===== src/rtl/serial_channel_control_regs.svh =====
// register offsets, field positions and reset values of the serial channel control block
//
// Behaviour
// - writing 1 to a clear bit clears that channel's matching error flag; 0 leaves it
// - flag clear register of each channel always reads zero
// - channel 0 clears only overrun at bit 0; channel 1 adds framing, parity, biphase
// - start trigger sets enable state and enters wait; trigger self-clears
// - start during transfer suspends it, holding registers, pin levels and error flags
// - start and stop trigger registers always read zero
// - stop trigger clears enable state, stops channel, holds values; trigger self-clears
// - enable state reads 1 when enabled; changed only by start and stop triggers
// - with output enable 1, pin follows transfer data and value bit writes are ignored
// - with output enable 0, value bit is writable and drives the pin directly
// - output value register resets to 0303, bits 9,8,1 stay one, bit 0 holds the value bit, others zero
// - invert applies only while output enabled; disabled output shows value bit as is
// - wake bit 1 lets a reception start in stop mode run the receiver
// - error select 0 lets the standby reception error interrupt through, 1 blocks it
// - clock request drops on wake clear or false start; also on errors when select is 1
`ifndef SERIAL_CHANNEL_CONTROL_REGS_SVH
`define SERIAL_CHANNEL_CONTROL_REGS_SVH

`define ADDR_START_TRIG    20'hF05A2
`define ADDR_STOP_TRIG     20'hF05A4
`define ADDR_ENABLE_STATE  20'hF05A6
`define ADDR_OUT_ENABLE    20'hF05AA
`define ADDR_OUT_VALUE     20'hF05AC
`define ADDR_OUT_INVERT    20'hF05AE
`define ADDR_STANDBY_CTRL  20'hF05B8
`define ADDR_FLAG_CLEAR0   20'hF0588
`define ADDR_FLAG_CLEAR1   20'hF058A

`define BIT_OVERRUN_CLR    0
`define BIT_PARITY_CLR     1
`define BIT_FRAME_CLR      2
`define BIT_BIPHASE_CLR    7
`define BIT_WAKE_EN        0
`define BIT_ERR_IRQ_STOP   1

`define RESET_OUT_VALUE    16'h0303
`define OUT_VALUE_FIXED1   16'h0302
`define RESET_ZERO         16'h0000

`endif


===== src/rtl/serial_channel_control_pkg.sv =====
// types shared by the serial channel control block
package serial_channel_control_pkg;

	typedef enum logic [1:0] {
		CH_STOPPED = 2'b00,
		CH_WAIT    = 2'b01,
		CH_ACTIVE  = 2'b10
	} chan_state_t;

	// per channel error flags
	typedef struct packed {
		logic biphase;
		logic frame;
		logic parity;
		logic overrun;
	} err_flags_t;

	// engine events entering the block
	typedef struct packed {
		logic xfer_start;
		logic xfer_end;
		logic err_frame;
		logic err_parity;
		logic err_overrun;
		logic err_biphase;
	} chan_event_t;

	typedef struct packed {
		chan_state_t [1:0] st;
		err_flags_t  [1:0] err;
		logic        [1:0] enabled;
		logic              out_enable;
		logic              out_value;
		logic              out_invert;
		logic              wake_en;
		logic              err_irq_stop;
		logic              clk_req;
		logic              err_irq;
		logic              pin;
		logic              rx_s1;
		logic              rx_s2;
		logic              rx_s3;
		logic              stop_mode_s1;
		logic              stop_mode_s2;
		logic       [15:0] rdata;
	} ctrl_state_t;

endpackage


===== src/rtl/serial_channel_control.sv =====
// channel control plane: triggers, enable state, error flag clears, output path, standby wake
//
// The strobed register port was chosen for this implementation.
`timescale 1ns/100ps
`include "serial_channel_control_regs.svh"

module serial_channel_control
	import serial_channel_control_pkg::*;
(
	input  wire logic        clk,            // 20 MHz system clock
	input  wire logic        reset_n,        // asynchronous reset, active low
	input  wire logic [19:0] addr,           // register address
	input  wire logic [15:0] wdata,          // write data
	input  wire logic        wr,             // write strobe
	input  wire logic        rd,             // read strobe
	output logic      [15:0] rdata,          // read data, cycle after rd
	input  wire chan_event_t [1:0] ev,       // transfer engine events per channel
	input  wire logic        tx_data,        // channel 0 engine transmit bit
	input  wire logic        rx_pin,         // serial receive pin, asynchronous
	input  wire logic        stop_mode,      // device in stop mode, asynchronous
	input  wire logic        false_start,    // receiver saw a false start bit
	output logic      [1:0]  chan_enabled,   // enable state per channel
	output logic      [1:0]  chan_running,   // channel in transfer
	output err_flags_t [1:0] err_flags,      // error flags per channel
	output logic             bus_transmit_pin, // serial output pin
	output logic             rx_wake,        // receiver start without cpu
	output logic             clk_req,        // clock request to clock generator
	output logic             rx_error_irq    // standby reception error interrupt
);

	ctrl_state_t s_q;
	ctrl_state_t s_d;

	// address matches a given register address
	function automatic logic hit(input logic [19:0] a, input logic [19:0] ref_a);
		hit = (a == ref_a);
	endfunction

	logic wr_start;
	logic wr_stop;
	logic wr_clr0;
	logic wr_clr1;
	logic rx_fall;

	assign wr_start = wr && hit(addr, `ADDR_START_TRIG);
	assign wr_stop  = wr && hit(addr, `ADDR_STOP_TRIG);
	assign wr_clr0  = wr && hit(addr, `ADDR_FLAG_CLEAR0);
	assign wr_clr1  = wr && hit(addr, `ADDR_FLAG_CLEAR1);
	// start edge seen on synchronised samples only
	assign rx_fall  = s_q.rx_s3 && !s_q.rx_s2;

	// next state of the whole block
	always_comb begin
		s_d = s_q;
		s_d.rx_s1        = rx_pin;
		s_d.rx_s2        = s_q.rx_s1;
		s_d.rx_s3        = s_q.rx_s2;
		s_d.stop_mode_s1 = stop_mode;
		s_d.stop_mode_s2 = s_q.stop_mode_s1;
		s_d.err_irq      = 1'b0;
		s_d.rdata        = 16'h0000;

		for (int n = 0; n < 2; n++) begin
			// engine events: the triggers below override them
			if (s_q.enabled[n] && ev[n].xfer_start) begin
				s_d.st[n] = CH_ACTIVE;
			end
			if (ev[n].xfer_end && s_q.st[n] == CH_ACTIVE) begin
				s_d.st[n] = CH_WAIT;
			end
			// triggers act in the cycle of the write; nothing is stored, so they self-clear
			if (wr_start && wdata[n]) begin
				s_d.enabled[n] = 1'b1;
				s_d.st[n]      = CH_WAIT;
			end
			if (wr_stop && wdata[n]) begin
				s_d.enabled[n] = 1'b0;
				s_d.st[n]      = CH_STOPPED;
			end
		end

		// error flag clears, then engine sets override them
		if (wr_clr0 && wdata[`BIT_OVERRUN_CLR]) begin
			s_d.err[0].overrun = 1'b0;
		end
		if (wr_clr1) begin
			if (wdata[`BIT_OVERRUN_CLR]) s_d.err[1].overrun = 1'b0;
			if (wdata[`BIT_PARITY_CLR])  s_d.err[1].parity  = 1'b0;
			if (wdata[`BIT_FRAME_CLR])   s_d.err[1].frame   = 1'b0;
			if (wdata[`BIT_BIPHASE_CLR]) s_d.err[1].biphase = 1'b0;
		end
		// channel 0 holds only an overrun flag
		if (ev[0].err_overrun) s_d.err[0].overrun = 1'b1;
		if (ev[1].err_overrun) s_d.err[1].overrun = 1'b1;
		if (ev[1].err_parity)  s_d.err[1].parity  = 1'b1;
		if (ev[1].err_frame)   s_d.err[1].frame   = 1'b1;
		if (ev[1].err_biphase) s_d.err[1].biphase = 1'b1;

		// plain control registers
		if (wr && hit(addr, `ADDR_OUT_ENABLE)) begin
			s_d.out_enable = wdata[0];
		end
		// software writes to the value bit ignored while the engine owns the pin
		if (wr && hit(addr, `ADDR_OUT_VALUE) && !s_q.out_enable) begin
			s_d.out_value = wdata[0];
		end
		if (s_q.out_enable) begin
			s_d.out_value = tx_data;
		end
		// software is expected not to touch invert while enabled; not blocked here
		if (wr && hit(addr, `ADDR_OUT_INVERT)) begin
			s_d.out_invert = wdata[0];
		end
		if (wr && hit(addr, `ADDR_STANDBY_CTRL)) begin
			s_d.wake_en      = wdata[`BIT_WAKE_EN];
			s_d.err_irq_stop = wdata[`BIT_ERR_IRQ_STOP];
		end

		// pin: invert only on engine data
		s_d.pin = s_d.out_enable ? (s_d.out_value ^ s_d.out_invert) : s_d.out_value;

		// standby wake: start edge in stop mode raises the clock request
		if (s_q.wake_en && s_q.stop_mode_s2 && rx_fall) begin
			s_d.clk_req = 1'b1;
		end
		if (s_q.clk_req && (ev[1].err_parity || ev[1].err_frame)) begin
			s_d.err_irq = !s_q.err_irq_stop;
			if (s_q.err_irq_stop) begin
				s_d.clk_req = 1'b0;
			end
		end
		if (!s_d.wake_en || false_start) begin
			s_d.clk_req = 1'b0;
		end

		// read data the cycle after rd; trigger registers read zero
		if (rd) begin
			if (hit(addr, `ADDR_ENABLE_STATE)) begin
				s_d.rdata = {14'h0000, s_q.enabled};
			end else if (hit(addr, `ADDR_OUT_ENABLE)) begin
				s_d.rdata = {15'h0000, s_q.out_enable};
			end else if (hit(addr, `ADDR_OUT_VALUE)) begin
				s_d.rdata = `OUT_VALUE_FIXED1 | {15'h0000, s_q.out_value};
			end else if (hit(addr, `ADDR_OUT_INVERT)) begin
				s_d.rdata = {15'h0000, s_q.out_invert};
			end else if (hit(addr, `ADDR_STANDBY_CTRL)) begin
				s_d.rdata = {14'h0000, s_q.err_irq_stop, s_q.wake_en};
			end else begin
				s_d.rdata = `RESET_ZERO;
			end
		end
	end

	// single state register
	always_ff @(posedge clk or negedge reset_n) begin
		if (!reset_n) begin
			s_q <= '0;
			s_q.out_value <= 1'b1;
			s_q.pin       <= 1'b1;
			s_q.rx_s1     <= 1'b1;
			s_q.rx_s2     <= 1'b1;
			s_q.rx_s3     <= 1'b1;
		end else begin
			s_q <= s_d;
		end
	end

	assign rdata            = s_q.rdata;
	assign chan_enabled     = s_q.enabled;
	// only the active code has its upper bit set, so that flop bit is the running flag
	assign chan_running     = {s_q.st[1][1], s_q.st[0][1]};
	assign err_flags        = s_q.err;
	assign bus_transmit_pin = s_q.pin;
	assign rx_wake          = s_q.clk_req;
	assign clk_req          = s_q.clk_req;
	assign rx_error_irq     = s_q.err_irq;

	// standby control written this cycle
	logic wr_standby;
	assign wr_standby = wr && hit(addr, `ADDR_STANDBY_CTRL);
endmodule


===== config.mk =====
export PLATFORM = sky130hd
export DESIGN_NAME = serial_channel_control
export DESIGN_NICKNAME = d
export VERILOG_FILES = /design/src/rtl/serial_channel_control_pkg.sv /design/src/rtl/serial_channel_control.sv
export VERILOG_INCLUDE_DIRS = /design/src /design/src/rtl
export SDC_FILE = /design/constraint.sdc
export NUM_CORES = 1
export LEC_CHECK = 0
export BUFFER_PORTS_ARGS = -buffer_cell sky130_fd_sc_hd__buf_4
export CAP_MARGIN = 20
export CORE_ASPECT_RATIO = 1.5
export CORE_MARGIN = 1.5
export CORE_UTILIZATION = 43
export CTS_CLUSTER_DIAMETER = 150
export DETAILED_ROUTE_END_ITERATION = 12
export PLACE_DENSITY = 0.88
export SYNTH_ARGS = -nofsm -noshare
export SYNTH_HDL_FRONTEND = slang
export SYNTH_SLANG_ARGS = --single-unit

===== constraint.sdc =====
create_clock -name clk -period 1.5 [get_ports clk]
set_input_delay 0.15 -clock clk [delete_from_list [all_inputs] [get_ports clk]]
set_output_delay 0.15 -clock clk [all_outputs]
set_load 0.005 [all_outputs]

==> flow_summary.json <==
{
  "synth_top_area_share_pct": 36.48,
  "drcViolationCount": 0,
  "rsz0062_at_grt": "yes",
  "post-route-period-util_pct": 114.6,
  "cp-start-kind": "primary input",
  "hp-class": "primary input to flop",
  "area_delta_synth_final_pct": 37.40,
  "port_buffers": 57,
  "path_clk_slew_ns": 0.09,
  "clockRootBuffer": "clkbuf_8",
  "synth_top_area_cell": "dfrtp_1",
  "syn_area_um2": 1509,
  "max_freq_mhz": 581.6,
  "async_flop_share_pct": 100.0,
  "finalWirelength_um": 3295,
  "start_util_pct": 44.60,
  "ys_top_cells_by_area": "dfrtp_1 36%, buf_4 15%, dfstp_2 8.7%",
  "rows": 26,
  "vias_per_cell": 5.192,
  "maxCapViolCount": 0,
  "timing.rr.end": "bus_transmit_pin$_DFF_PN1_",
  "power.share.clock_pct": 29.9,
  "min_period_ns": 1.719,
  "grt_max_degree": 28,
  "synth-seq-cells": 27,
  "dr.pass1.iters": 4,
  "netSwitchingFraction_pct": 21.97,
  "r2r_setup_slack_ns": 0.23,
  "die_area_um2": 3881,
  "insertion_delay_ns": 0.27,
  "track_usage_pct": 18.42,
  "yosysMostFrequentCell": "buf_4",
  "synthTopCellsByCount": "30 x buf_4, 22 x dfrtp_1, 14 x nand2_1",
  "grt_pass1_wl_um": 5326,
  "power_switching_mw": 0.2915,
  "p_int_mw": 1.036,
  "tritoncts": "yes",
  "overflow": 0,
  "power_density_nw_per_um2": 640.1,
  "drtIter0Drc": 34,
  "hold_depth": 2,
  "ys_warn_count": 0,
  "critPathArrivalTime_ns": 1.92,
  "final_area_um2": 2073,
  "fin_cells": 261,
  "crit_type": "primary input to flop",
  "cts-root-to-sink-buffers": 2,
  "grt_pass1_vias": 1283,
  "die_h_um": 75.55,
  "p_seq_share_pct": 56.2,
  "dpl.hpwl_um": 2588,
  "hold_end": "err_flags[0]$_DFFE_PN0P_",
  "syn_inst": 157,
  "clock-sinks": 27,
  "cp-end-kind": "flop",
  "syn_avg_cell_area_um2": 9.611,
  "wl_per_cell_um": 12.62,
  "min-delay-start": "ev[1]",
  "p_comb_share_pct": 13.9,
  "hold_viol_final": 0,
  "setup_ws_ns": -0.2195,
  "required_ns": 1.70,
  "antenna_found_initial": 0,
  "n_antenna_cell": 0,
  "setup_viol": 3,
  "antenna_left": 0,
  "fp.dieW_um": 51.37,
  "rr_startpoint": "s_q[27]$_DFF_PN1_",
  "post_dp_cell_area_um2": 1936,
  "fin_skew_ns": 0.005007,
  "slew_viol_final": 0,
  "ys_dominant_reg_cell": "dfrtp_1",
  "place_inst": 254,
  "post-cts-setup-buffer-count": 0,
  "status": "finished with violations",
  "p_leak_nw": 0.9969,
  "cp_max_fo": 3,
  "ff2ff_path_depth": 4,
  "yosysSeqAreaShare_pct": 45.19,
  "io_pins": 88,
  "violations": "setup timing",
  "ir_drop_mv": 0.3339,
  "htreeDepth": 1,
  "core_area_um2": 3383,
  "synth_cell_types": 39,
  "cts_buffers": 3,
  "drive_above_1_share_pct": 45.21,
  "vias": 1355,
  "synth_edf_count": 0,
  "gp_congestion": 0.8301,
  "nNetsFinal": 276
}
==> kinds of logic after synthesis <==
logic type      synth area share (%)
other cells                   0.2485
mux                            1.492
simple gates                   23.38
compound gates                 12.69
flops                          45.19
buf+inv                        16.42
xor+xnor                      0.5805
==> routing by layer <==
metal  wire [um]  global-route usage (%)
met1        1229                   20.00
met2        1778                   34.90
met3         201                   2.745
met5           0                       0
met4          86                   8.187
==> critical path, cell delays in order <==
cell and delay (ns):
buf_6 0.09, or4_4 0.52, or4_4 0.44, or3_4 0.38
a22oi_2 0.17, xor2_1 0.16
==> power by group through the flow <==
stage / combinational, mW / sequential, mW / clock [mW]
after floorplan: 0.0704 / 0.759 / 0
after global placement: 0.166 / 0.760 / 0
after detailed placement: 0.170 / 0.760 / 0
after CTS: 0.184 / 0.746 / 0.405
after global routing: 0.203 / 0.747 / 0.442
final: 0.184 / 0.746 / 0.397
==> per-stage QoR <==
stage	worst slack [ns]	hold slack, ns	setup TNS (ns)	power, mW	util (%)
floorplan	-0.3823	-0.1456	-1.128	0.8295	-
global placement	-0.4872	0.07097	-6.386	0.9259	57.21
detailed placement	-0.5186	0.07625	-6.903	0.9301	57.21
CTS	-0.2128	0.05272	-0.2238	1.335	61.17
global route	-0.2652	0.04858	-0.7005	1.393	61.28
finish	-0.2195	0.05351	-0.2241	1.327	61.28
==> final cells by class <==
cell class | count | area, um^2
well taps | 42 | 52.55
repair buffers | 75 | 578.1
flip-flops and latches | 27 | 681.9
multi-input cells | 108 | 696.9
clock buffers | 4 | 45.04
fillers | 290 | 1310
inverters | 5 | 18.77
==> placed cells by master (no fill, tap or decap), drive strengths merged, types with 3 or more instances in the layout <==
master / count
nand3: 7
dlygate4sd3: 3
o21ai: 5
clkbuf: 4
dfstp: 5
buf: 72
and2: 4
dfrtp: 22
and3: 4
inv: 5
a21oi: 5
conb: 15
a21o: 7
nand2: 14
nor2: 12
nand4: 3
==> state kept, by name (all words and copies together), names as in the netlist <==
name              flops
chan_running          2
s_d                   3
rdata                 3
chan_enabled          2
rx_error_irq          1
err_flags             5
s_q                   9
bus_transmit_pin      1
clk_req               1
==> worst max path at each step <==
stage	start	to	slack, ns
final	addr[13]	bus_transmit_pin$_DFF_PN1_	-0.22
after global routing	addr[13]	bus_transmit_pin$_DFF_PN1_	-0.27
after CTS	addr[13]	bus_transmit_pin$_DFF_PN1_	-0.21
after detailed placement	addr[13]	bus_transmit_pin$_DFF_PN1_	-0.52
after global placement	addr[13]	bus_transmit_pin$_DFF_PN1_	-0.49
after floorplan	addr[13]	bus_transmit_pin$_DFF_PN1_	-0.38
==> what timing repair did <==
item	4_1_cts	5_1_grt
hold endpoints to repair	24	0
pin swaps	1	1
endpoints found under the setup margin	16	10
gates resized for setup	14	1
hold buffers	3	0
No activity file was read; power rests on OpenSTA's default activity.
